File: src/rtl/spa_pkg.sv
package spa_pkg;

  // ----------------------------------------------------------------
  // Frame timing
  // ----------------------------------------------------------------
  localparam int CLK_NS      = 40;
  localparam int SAMPLE_NS   = 10240;
  localparam int PERIOD_CYC  = SAMPLE_NS / CLK_NS;
  localparam int HALF_CYC    = PERIOD_CYC / 2;
  // Keeps the secondary exchange inside a shortened frame
  localparam int MIN_GAP_CYC = 20;

  // ----------------------------------------------------------------
  // Word layout
  // ----------------------------------------------------------------
  localparam int WORD_W      = 16;
  localparam int DAC_LSB     = 2;
  localparam int DAC_W       = WORD_W - DAC_LSB;
  localparam int REQ_ONE_POS = 1;
  localparam int REQ_ZER_POS = 0;
  localparam int SEC_TOP_POS = 15;
  localparam int SEC_NXT_POS = 14;
  localparam int STEP_W      = 8;
  localparam int FIFO_DEPTH  = 16;

  // ----------------------------------------------------------------
  // Types
  // ----------------------------------------------------------------
  typedef enum logic [2:0] {
    ST_IDLE = 3'b001,
    ST_PRI  = 3'b010,
    ST_SEC  = 3'b100
  } spa_state_e;

  typedef enum logic [1:0] {
    ACT_NONE  = 2'h0,
    ACT_DELAY = 2'h1,
    ACT_ADV   = 2'h2
  } spa_act_e;

  typedef struct packed {
    logic secondary_word_top_bit;
    logic secondary_word_next_bit;
    logic phase_pin_high;
    logic phase_pin_low;
  } spa_sel_s;

  typedef struct packed {
    logic [DAC_W-1:0] data;
    logic             valid;
  } spa_dac_s;

endpackage

File: src/rtl/spa_fifo.sv
`timescale 1ns/100ps
`default_nettype none

module spa_fifo #(
  parameter int W     = 16,
  parameter int DEPTH = 16
) (
  input  wire logic         ref_clk,
  input  wire logic         sys_rst,
  input  wire logic [W-1:0] in_data,
  input  wire logic         in_valid,
  output logic              in_ready,
  output logic [W-1:0]      out_data,
  output logic              out_valid,
  input  wire logic         out_ready
);

  localparam int AW = $clog2(DEPTH);

  logic [W-1:0]  mem_ff [DEPTH];
  logic [AW-1:0] wr_ff, nxt_wr, rd_ff, nxt_rd;
  logic [AW:0]   cnt_ff, nxt_cnt;
  logic          rdy_ff, nxt_rdy;
  logic          push, pop;

  // ----------------------------------------------------------------
  // Pointers and fill level
  // ----------------------------------------------------------------
  always_comb begin
    push    = in_valid && rdy_ff;
    pop     = out_ready && (cnt_ff != '0);
    nxt_wr  = push ? AW'(wr_ff + 1'b1) : wr_ff;
    nxt_rd  = pop ? AW'(rd_ff + 1'b1) : rd_ff;
    nxt_cnt = (AW+1)'(cnt_ff + {{AW{1'b0}}, push} - {{AW{1'b0}}, pop});
    nxt_rdy = (nxt_cnt != (AW+1)'(DEPTH));
  end

  always_ff @(posedge ref_clk) begin
    if (sys_rst) begin
      wr_ff  <= '0;
      rd_ff  <= '0;
      cnt_ff <= '0;
      rdy_ff <= 1'b0;
    end else begin
      wr_ff  <= nxt_wr;
      rd_ff  <= nxt_rd;
      cnt_ff <= nxt_cnt;
      rdy_ff <= nxt_rdy;
    end
  end

  always_ff @(posedge ref_clk) begin
    if (push) begin
      mem_ff[wr_ff] <= in_data;
    end
  end

  assign in_ready  = rdy_ff;
  assign out_valid = (cnt_ff != '0);
  assign out_data  = mem_ff[rd_ff];

endmodule

`default_nettype wire

File: src/rtl/spa_phase_ctrl.sv
// Functional notes
// RL1 - Combinations outside the decode table cause no action at all.
// RL2 - Each primary frame takes DAC bits 15..2 in and sends one ADC word out.
// RL3 - Unless both secondary bits are one, the phase pins are ignored.
// RL4 - Secondary bits 01: next sampling instant later by the phase step.
// RL5 - Secondary bits 10: next sampling instant earlier by the phase step; the code stops shortening the frame at MIN_LEN cycles.
// RL6 - Bits 11 with pins low/high: sampling instant later by the phase step.
// RL7 - Bits 11 with pins high/low: sampling instant earlier by the phase step; the code stops shortening the frame at MIN_LEN cycles.
// RL8 - Negative step in a delay decode moves the frame earlier.
// RL9 - Negative step in an advance decode moves the frame later.
// RL10 - Secondary frame sync comes half a period after the primary falling edge.
// RL11 - Bits 11 with equal pins: data exchange only, phase unchanged.
`timescale 1ns/100ps
`default_nettype none

module spa_phase_ctrl #(
  parameter int PERIOD = spa_pkg::PERIOD_CYC,
  parameter int STEPW  = spa_pkg::STEP_W
) (
  input  wire logic                                ref_clk,
  input  wire logic                                sys_rst,
  input  wire logic                                din,
  input  wire logic                                phase_pin_high,
  input  wire logic                                phase_pin_low,
  input  wire logic signed [STEPW-1:0]             phase_step,
  input  wire logic [spa_pkg::WORD_W-1:0]          adc_data,
  input  wire logic                                adc_valid,
  output logic                                     adc_ready,
  output logic                                     frame_sync_n,
  output logic                                     dout,
  output spa_pkg::spa_dac_s                        dac_out,
  output logic [spa_pkg::WORD_W-1:0]               sec_word,
  output logic                                     sec_valid,
  output spa_pkg::spa_act_e                        phase_action
);

  localparam int HALF    = PERIOD / 2;
  localparam int MIN_LEN = HALF + spa_pkg::MIN_GAP_CYC;
  localparam int WW      = spa_pkg::WORD_W;

  // ----------------------------------------------------------------
  // Decode and length arithmetic
  // ----------------------------------------------------------------
  function automatic spa_pkg::spa_act_e decode(input spa_pkg::spa_sel_s s);
    unique case ({s.secondary_word_top_bit, s.secondary_word_next_bit})
      2'b01: decode = spa_pkg::ACT_DELAY;
      2'b10: decode = spa_pkg::ACT_ADV;
      2'b11: begin
        if (s.phase_pin_high == s.phase_pin_low) begin
          decode = spa_pkg::ACT_NONE;
        end else if (s.phase_pin_low) begin
          decode = spa_pkg::ACT_DELAY;
        end else begin
          decode = spa_pkg::ACT_ADV;
        end
      end
      default: decode = spa_pkg::ACT_NONE;
    endcase
  endfunction

  // Clamped so a large step cannot swallow the secondary exchange
  function automatic logic [15:0] frame_len(input logic signed [15:0] adj);
    int l;
    l = PERIOD + int'(adj);
    if (l < MIN_LEN) begin
      l = MIN_LEN;
    end
    frame_len = 16'(l);
  endfunction

  // ----------------------------------------------------------------
  // State
  // ----------------------------------------------------------------
  spa_pkg::spa_state_e  state_ff, nxt_state;
  spa_pkg::spa_act_e    act_ff, nxt_act;
  spa_pkg::spa_dac_s    dac_ff, nxt_dac;
  spa_pkg::spa_sel_s    sel;
  logic [15:0]          cnt_ff, nxt_cnt, len_ff, nxt_len;
  logic [3:0]           bit_ff, nxt_bit;
  logic [WW-1:0]        sin_ff, nxt_sin, sout_ff, nxt_sout;
  logic [WW-1:0]        secw_ff, nxt_secw, word;
  logic signed [15:0]   adj_ff, nxt_adj, step_ext;
  logic                 sync_ff, nxt_sync, dout_ff, nxt_dout;
  logic                 req_ff, nxt_req, pend_ff, nxt_pend;
  logic                 secv_ff, nxt_secv;
  logic                 wrap, last_bit, pri_done, sec_done;
  logic [WW-1:0]        fifo_data;
  logic                 fifo_valid, fifo_pop;

  spa_fifo #(
    .W     (WW),
    .DEPTH (spa_pkg::FIFO_DEPTH)
  ) u_fifo (
    .ref_clk   (ref_clk),
    .sys_rst   (sys_rst),
    .in_data   (adc_data),
    .in_valid  (adc_valid),
    .in_ready  (adc_ready),
    .out_data  (fifo_data),
    .out_valid (fifo_valid),
    .out_ready (fifo_pop)
  );

  // ----------------------------------------------------------------
  // Next-state logic
  // ----------------------------------------------------------------
  always_comb begin
    step_ext  = 16'(phase_step);
    wrap      = (cnt_ff == len_ff - 16'h0001);
    last_bit  = (bit_ff == 4'hF);
    pri_done  = (state_ff == spa_pkg::ST_PRI) && last_bit;
    sec_done  = (state_ff == spa_pkg::ST_SEC) && last_bit;
    word      = {sin_ff[WW-2:0], din};
    sel       = '{word[spa_pkg::SEC_TOP_POS], word[spa_pkg::SEC_NXT_POS], phase_pin_high, phase_pin_low};
    fifo_pop  = !sync_ff && (cnt_ff == 16'h0000) && fifo_valid;
    nxt_cnt   = wrap ? 16'h0000 : 16'(cnt_ff + 16'h0001);
    nxt_len   = len_ff;
    nxt_state = state_ff;
    nxt_bit   = bit_ff;
    nxt_sin   = sin_ff;
    nxt_sout  = sout_ff;
    nxt_dout  = dout_ff;
    nxt_dac   = dac_ff;
    nxt_dac.valid = 1'b0;
    nxt_secw  = secw_ff;
    nxt_secv  = 1'b0;
    nxt_req   = req_ff;
    nxt_pend  = pend_ff;
    nxt_adj   = adj_ff;
    nxt_act   = act_ff;
    // RL10 secondary sync timing
    nxt_sync  = !(wrap || (req_ff && cnt_ff == 16'(HALF - 1)));
    if (wrap) begin
      nxt_len = 16'(PERIOD);
    end
    // RL4 RL5 applied at rising sync
    if (cnt_ff == 16'h0001 && pend_ff) begin
      nxt_len  = frame_len(adj_ff);
      nxt_pend = 1'b0;
    end
    unique case (state_ff)
      spa_pkg::ST_IDLE: begin
        if (!sync_ff) begin
          // RL2 exchange starts at falling sync
          nxt_state = (cnt_ff == 16'h0000) ? spa_pkg::ST_PRI : spa_pkg::ST_SEC;
          nxt_bit   = 4'h0;
          // Empty FIFO sends a zero word rather than stalling the frame
          nxt_sout  = (cnt_ff == 16'h0000 && fifo_valid) ? fifo_data : '0;
          nxt_dout  = nxt_sout[WW-1];
          nxt_sout  = {nxt_sout[WW-2:0], 1'b0};
          if (cnt_ff != 16'h0000) begin
            nxt_req = 1'b0;
          end
        end
      end
      spa_pkg::ST_PRI, spa_pkg::ST_SEC: begin
        nxt_sin  = word;
        nxt_dout = sout_ff[WW-1];
        nxt_sout = {sout_ff[WW-2:0], 1'b0};
        nxt_bit  = 4'(bit_ff + 4'h1);
        if (last_bit) begin
          nxt_state = spa_pkg::ST_IDLE;
          nxt_dout  = 1'b0;
        end
        // RL2 DAC bits 15..2 only
        if (pri_done) begin
          nxt_dac = '{word[WW-1:spa_pkg::DAC_LSB], 1'b1};
          nxt_req = (word[spa_pkg::REQ_ONE_POS] && word[spa_pkg::REQ_ZER_POS])
                    || (phase_pin_high && phase_pin_low);
        end
        if (sec_done) begin
          nxt_secw = word;
          nxt_secv = 1'b1;
          // RL1 RL3 RL11 table decode
          nxt_act  = decode(sel);
          // RL6 RL7 RL8 RL9 signed step
          unique case (nxt_act)
            spa_pkg::ACT_DELAY: begin
              nxt_adj  = step_ext;
              nxt_pend = 1'b1;
            end
            spa_pkg::ACT_ADV: begin
              nxt_adj  = 16'(-step_ext);
              nxt_pend = 1'b1;
            end
            default: nxt_pend = 1'b0;
          endcase
        end
      end
      default: nxt_state = spa_pkg::ST_IDLE;
    endcase
  end

  always_ff @(posedge ref_clk) begin
    if (sys_rst) begin
      state_ff <= spa_pkg::ST_IDLE;
      cnt_ff   <= 16'h0000;
      len_ff   <= 16'(PERIOD);
      bit_ff   <= 4'h0;
      sin_ff   <= '0;
      sout_ff  <= '0;
      dout_ff  <= 1'b0;
      sync_ff  <= 1'b1;
      dac_ff   <= '0;
      secw_ff  <= '0;
      secv_ff  <= 1'b0;
      req_ff   <= 1'b0;
      pend_ff  <= 1'b0;
      adj_ff   <= 16'h0000;
      act_ff   <= spa_pkg::ACT_NONE;
    end else begin
      state_ff <= nxt_state;
      cnt_ff   <= nxt_cnt;
      len_ff   <= nxt_len;
      bit_ff   <= nxt_bit;
      sin_ff   <= nxt_sin;
      sout_ff  <= nxt_sout;
      dout_ff  <= nxt_dout;
      sync_ff  <= nxt_sync;
      dac_ff   <= nxt_dac;
      secw_ff  <= nxt_secw;
      secv_ff  <= nxt_secv;
      req_ff   <= nxt_req;
      pend_ff  <= nxt_pend;
      adj_ff   <= nxt_adj;
      act_ff   <= nxt_act;
    end
  end

  assign frame_sync_n = sync_ff;
  assign dout         = dout_ff;
  assign dac_out      = dac_ff;
  assign sec_word     = secw_ff;
  assign sec_valid    = secv_ff;
  assign phase_action = act_ff;
endmodule

`default_nettype wire

File: config.mk
export PLATFORM = sky130hd
export DESIGN_NAME = spa_phase_ctrl
export DESIGN_NICKNAME = d
export VERILOG_FILES = /design/src/rtl/spa_pkg.sv /design/src/rtl/spa_fifo.sv /design/src/rtl/spa_phase_ctrl.sv
export SDC_FILE = /design/constraint.sdc
export NUM_CORES = 1
export LEC_CHECK = 0
export BUFFER_PORTS_ARGS = -buffer_cell sky130_fd_sc_hd__buf_4
export CORE_MARGIN = 1
export CORE_UTILIZATION = 29
export CTS_CLUSTER_DIAMETER = 150
export CTS_CLUSTER_SIZE = 28
export DETAILED_ROUTE_END_ITERATION = 10
export PLACE_DENSITY = 0.41
export RECOVER_POWER = 50
export SKIP_LAST_GASP = 1
export SYNTH_ARGS = -nofsm -noshare
export SYNTH_HDL_FRONTEND = slang
export SYNTH_HIERARCHICAL = 1
export SYNTH_SLANG_ARGS = --single-unit
File: constraint.sdc
create_clock -name ref_clk -period 5.3 [get_ports ref_clk]
set_clock_uncertainty 0.1 [all_clocks]
set_input_delay 1.06 -clock ref_clk [delete_from_list [all_inputs] [get_ports ref_clk]]
set_output_delay 1.06 -clock ref_clk [all_outputs]
set_load 0.01 [all_outputs]
After elaboration in Yosys (flattened, before gate mapping)
Memory sizes are Yosys's and may differ from the RTL's. A register that Yosys moved wholly into a read port is not among the register bits.
Cells that the tools add are included.
{"block": "op_classes", "order_cmp": 1, "n_mux": 35, "n_bitwise": 1, "n_reduce_logical": 31, "div_mod_pow": 0, "n_mul": 0, "eq_ne": 18, "addsub": 9, "shifts": 0}
{"operator": "$mux W16", "n": 5}
{"operator": "$pmux W16 S2", "n": 2}
{"operator": "$add A10 B16 Y17 const A", "n": 1}
{"operator": "$lt A17 B9 Y1 const B", "n": 1}
{"operator": "$add A16 B1 Y16 const B", "n": 1}
{"operator": "$eq A16 B1 Y1 const B", "n": 1}
{"operator": "$eq A16 B16 Y1", "n": 1}
{"operator": "$eq A16 B7 Y1 const B", "n": 1}
{"operator": "$logic_not A16 Y1", "n": 1}
{"operator": "$neg A8 Y16", "n": 1}
{"operator": "$reduce_bool A16 Y1", "n": 1}
{"operator": "$sub A16 B1 Y16 const B", "n": 1}
{"operator": "$mux W1", "n": 13}
{"operator": "$add A4 B1 Y4 const B", "n": 3}
{"operator": "$mux W4", "n": 3}
{"operator": "$logic_and A1 B1 Y1", "n": 11}
{"operator": "$mux W3", "n": 3}
{"operator": "$mux W2", "n": 4}
{"operator": "$ne A2 B2 Y1 const B", "n": 4}
{"operator": "$pmux W4 S2", "n": 1}
{"operator": "$reduce_and A2 Y1", "n": 4}
{"operator": "$reduce_or A2 Y1", "n": 4}
{"operator": "$eq A2 B2 Y1 const B", "n": 3}
{"operator": "$pmux W2 S3", "n": 1}
{"operator": "18 further kinds", "n": 24}
{"block": "totals", "ff_bits": 138, "romBits": 0, "latch_bits": 0, "inputBits": 30, "mem_count": 1, "ramBits": 256}
{"name": "u_fifo.mem_ff", "depth": 16, "width": 16, "rd": 1, "rd_ports_with_merged_regs": 1, "wr": 1, "line_no": "spa_fifo.sv:20", "source": "logic [W-1:0] mem_ff [DEPTH];"}

Longest topological paths before layout
{"block": "logic_depth", "ltp_word": 10, "mapped_depth": 15, "mapped_depth_nobuf": 14}

Cells and area by module
Netlist, hierarchy kept.
{"module": "spa_fifo", "cells_per_inst": 497, "n_inst": 1, "area_per_inst_um2": 10617.7}
{"module": "spa_phase_ctrl", "cells_per_inst": 688, "n_inst": 1, "area_per_inst_um2": 5728.0}

Worst setup path after synthesis
OpenSTA, ideal clock, no wires.
{"block": "synth_timing", "kind": "register to register", "from": "register, netlist name cnt_ff[11]", "to": "register u_fifo.rdy_ff (netlist: u_fifo/in_ready)", "path_buffers": 1, "path_stages_with_launch": 16, "setup_slack_ns": 1.805, "period_less_slack_ns": 3.495, "arrival_ns": 3.259, "cell_sequence": "dfxtp_1 > buf_2 > or4_1 > nor4_4 > nand3_1 > nor3b_1 > nand2_1 > inv_1 > ha_1 > inv_1 > ha_1 > fa_1 > a21oi_1 > o21bai_1 > xnor2_1 > a41oi_1"}
{"item": "end signal: assignment", "line_no": "spa_fifo.sv:48", "source": "rdy_ff <= nxt_rdy;"}
{"item": "end: declaration", "line_no": "spa_fifo.sv:23", "source": "logic rdy_ff, nxt_rdy;"}

==> results.md <==
Status:
- The run finished, with violations left.
- The final reports fail on max-capacitance violations, max-slew violations.

Routing:
- Before antenna repair, the detailed router went through 5 iterations.
- Dividing the detail-routed wire length by the instance count gives between 15 and 20 µm.
- The detail route stage leaves a number of antenna-violating nets equal to 0.
- The number of DRC violations after detailed-routing iteration 0 is around 430.
- The total detailed-routing wirelength is 36900 µm.
- The routed via count divided by cell count is between 4 and 5.
- The overall via count from detail_route is roughly 9300.
- For this run, design rule violations remaining after detail routing come to 0.

Logic synthesis:
- The number of distinct library cell variants in the gate-level netlist after synthesis is 77.
- The combined area of all synthesized cells is between 15000 and 20000 µm².
- For this run, the register share of the synthesized area comes to 64.3%.
- Sorting the synthesized cells by area gives the leading types as edfxtp_1 (47%), dfxtp_1 (17%), mux4_2 (6.1%).
- The synthesized netlist devotes 3.21% of its cell area to XOR and XNOR gates.
- The synthesized design contains 397 register bits.
- The commonest cells after synthesis are edfxtp_1 (256), dfxtp_1 (141), nand2_1 (130).
- In the synthesized netlist the dominant register cell turns out to be edfxtp_1.
- After synthesis, the largest area contributor takes up a little under half of total cell area.
- The total nets after synthesis is 1236.
- The post-synthesis average cell area is 13.8 µm².
- The number of enable flip-flop cells after synthesis is 256.
- Summing the areas of all and, or, nand and nor instances in the mapped netlist gives 10.2% of the synthesized area.
- The cell taking the most area after synthesis is edfxtp_1.
- Of all flip-flops after synthesis, the portion carrying an async set or reset was 0%.
- The number of synthesis warnings is 6.
- Measured against the total synthesized area, the mux share comes to 10.2%.
- The most common cell in the synthesized netlist is edfxtp_1.
- The cell count after synthesis came out at 1185.
- The area share of fa/ha/maj cells after synthesis is 1.65%.
- After synthesis, the largest family of logic cells by area is simple AND/OR/NAND/NOR gates.
- The synthesized netlist devotes 7.56% of its cell area to compound gates.

CTS:
- No sink is reached through more buffers than the 3 on the longest clock path.
- The clock latency reported for the late side of the worst-skew pair is 0.57 ns.
- TritonCTS built the clock tree.
- The sink count of the clock tree is 397.
- The number of H-tree branching levels is 1.
- In this run, post-CTS repair resized a total of 0 instances.
- In this run, post-CTS hold repair placed 0 buffers.
- Clock tree synthesis selected as its root buffer the cell clkbuf_16.
- Once the clock tree was built, the setup fixing pass inserted 0 buffers.
- Clock-pin slew was measured on the worst setup and hold paths at 0.11 ns.
- The number of buffers created by CTS is 18.

Layout:
- Relative to the synthesized area, the layout overhead comes to 9.08%.
- The number of antenna cells inserted is 0.
- The layout cell share with drive strength beyond 1 is 8.60%.
- The final net count is 1263.

Placement:
- The estimated wirelength of the detail-placed design is 23400 µm.
- The weighted congestion reported at the end of routability-driven placement is 0.744.
- Port buffering added 66 buffers.

STA:
- The worst slew margin relative to its limit is -17.2%.
- Setup violations remaining at the end of the flow were counted as 0.
- The clock period minus final worst setup slack is 4.15 ns.
- The fmax is 0.241 GHz.
- Setup repair after global routing left no endpoint under its margin.
- The period utilization is a little under 80%.
- At the pin with the least slew margin, the transition time is 1.76 ns.
- The final max-slew violation count is 32.
- The aggregate negative setup slack is 0 ns.
- The number of hold violations in the final report is 0.

Critical path:
- The signal on the critical path passes through or4_1 > nor4_1 > nand3_1 > nor3b_1 > nand2_1 > inv_1 > ha_1 > inv_1 > ha_1 > fa_1 > a21oi_1 > o21bai_1 > xnor2_1 > a41oi_1.
- The data required time at the worst endpoint is between 5 and 6 ns.
- The slowest stage cell on the critical path is or4_1.
- The maximum cell stage delay along the critical path is 0.55 ns.
- STA classifies the critical path startpoint as a register.
- The highest fanout seen on the critical path is 7.
- STA puts the critical path data arrival time at 4.44 ns.
- The critical path buffer and inverter count is 2.
- STA classifies the critical path endpoint as a register.
- The start-to-end type of the worst setup path is register to register.
- The critical path starts at cnt_ff[11].
- The kind of cell with the highest combined delay along the critical path is simple AND/OR/NAND/NOR gates.
- The launch point of the worst reg-to-reg path is cnt_ff[11].

Job:
- The max-cap violation count is 1.

Die:
- The horizontal extent of the die is roughly 240 µm.
- The initialized floorplan defines 86 standard-cell rows.
- During I/O placement, the number of pins put on the boundary was 67.
- From bottom edge to top edge, the die measures about 240 µm.
- Once the floorplan was initialized, standard cells occupied just under 30% of the core.
- The region available for standard cell placement spans 55400 µm².
- The overall die area is 57300 µm².

Global routing:
- The largest net degree at the start of global routing is 80.
- The total track usage is 12.9%.
- The remaining global-route overflow is 0.
- The via count of the first global-routing pass was 9301.
- The first global-routing pass estimated 57100 µm of wire.
- The initial antenna violation count is 0.

Min path:
- The path class of the lowest-slack min-delay path is register to register.
- The critical hold path startpoint is phase_action[1].

Pwr:
- In this run the static leakage power is 5.72 nW.
- Across the VDD grid, the largest voltage drop is 0.191 mV.
- The post-layout total power is 5.39 mW.
- Power spread over the standard cell area amounts to ~300 nW/µm².
==> per-stage QoR <==
stage / instance area [µm²] / hold slack (ns) / std cells / util, % / setup slack [ns]
CTS: 18000 / 0.365 / 1969 / 32.5 / 1.26
global route: 17800 / 0.383 / 1969 / 32.2 / 0.701
floorplan: 16300 / 0.332 / 1185 / - / 1.80
global placement: 17500 / 0.349 / 1940 / 31.6 / 1.43
finish: 17800 / 0.357 / 1969 / 32.2 / 1.15
detailed placement: 17500 / 0.349 / 1940 / 31.6 / 1.33
==> worst min-delay path, delay by kind of cell (launching register included) <==
kind            cells  cell delay, ns
compound gates      1            0.05
flops               1            0.32
simple gates        1            0.05
==> area by class of cell <==
class,count,area (µm²)
Clock buffer,27,484
Tap cell,748,936
Inverter,22,82.6
Timing Repair Buffer,77,399
Fill cell,5491,37600
Multi-Input combinational cell,696,5350
Clock inverter,2,60.1
Sequential cell,397,10500
==> metal layers <==
layer / vias up / track usage, % / part of all wire (%)
met5: - / 0 / 0
met4: 0 / 2.51 / 1.6
met3: 29 / 1.29 / 2.4
met2: 117 / 21.8 / 48
met1: 4684 / 18.0 / 48
li1: 4458 / - / -
==> layout by cell type, fill, tap and decap left out, drive strengths merged, types with 15 or more instances in the layout <==
master	netlist	layout
nand2	130	130
and2	20	20
nor3	15	15
nand3	31	31
clkbuf	47	78
buf	23	26
dfxtp	141	141
edfxtp	256	256
mux4	64	64
a22oi	34	34
ha	20	20
nor2	97	97
o21ai	26	26
xor2	35	35
a211oi	23	23
xnor2	25	25
inv	22	22
mux2i	15	15
a21oi	54	54
==> state kept, by name, indices dropped and copies added (netlist names), 3 cells and up, named ones only <==
signal / count
sout_ff: 15
u_fifo/mem_ff: 256
u_fifo/rd_ff: 4
u_fifo/wr_ff: 4
adj_ff: 16
cnt_ff: 16
bit_ff: 4
u_fifo/cnt_ff: 5
dac_out: 15
state_ff: 3
len_ff: 16
sin_ff: 15
sec_word: 16
==> cell families (layout without fill, tap and decap cells) <==
group	count (synthesis)	after routing
and+or+nand+nor	351	351
adders and majority gates	21	21
DFF	397	397
xor gates and xnor gates	60	60
muxes	79	79
buffers and inverters	92	128
AOI/OAI and AO/OA	185	185
==> report_power, final <==
part / switching (mW) / internal (mW)
Sequential: 0.0263 / 3.35
Combinational: 0.224 / 0.123
Clock: 1.01 / 0.665
==> final timing paths <==
kind / cells past startpoint / endpoint / slack (ns)
worst max-delay path: 14 / u_fifo/in_ready / 1.15
worst min-delay path: 2 / phase_action[1] / 0.36
worst max register to register: 14 / u_fifo/in_ready / 1.15
worst min register to register: 2 / phase_action[1] / 0.36
(Power assumes the default switching activity.)
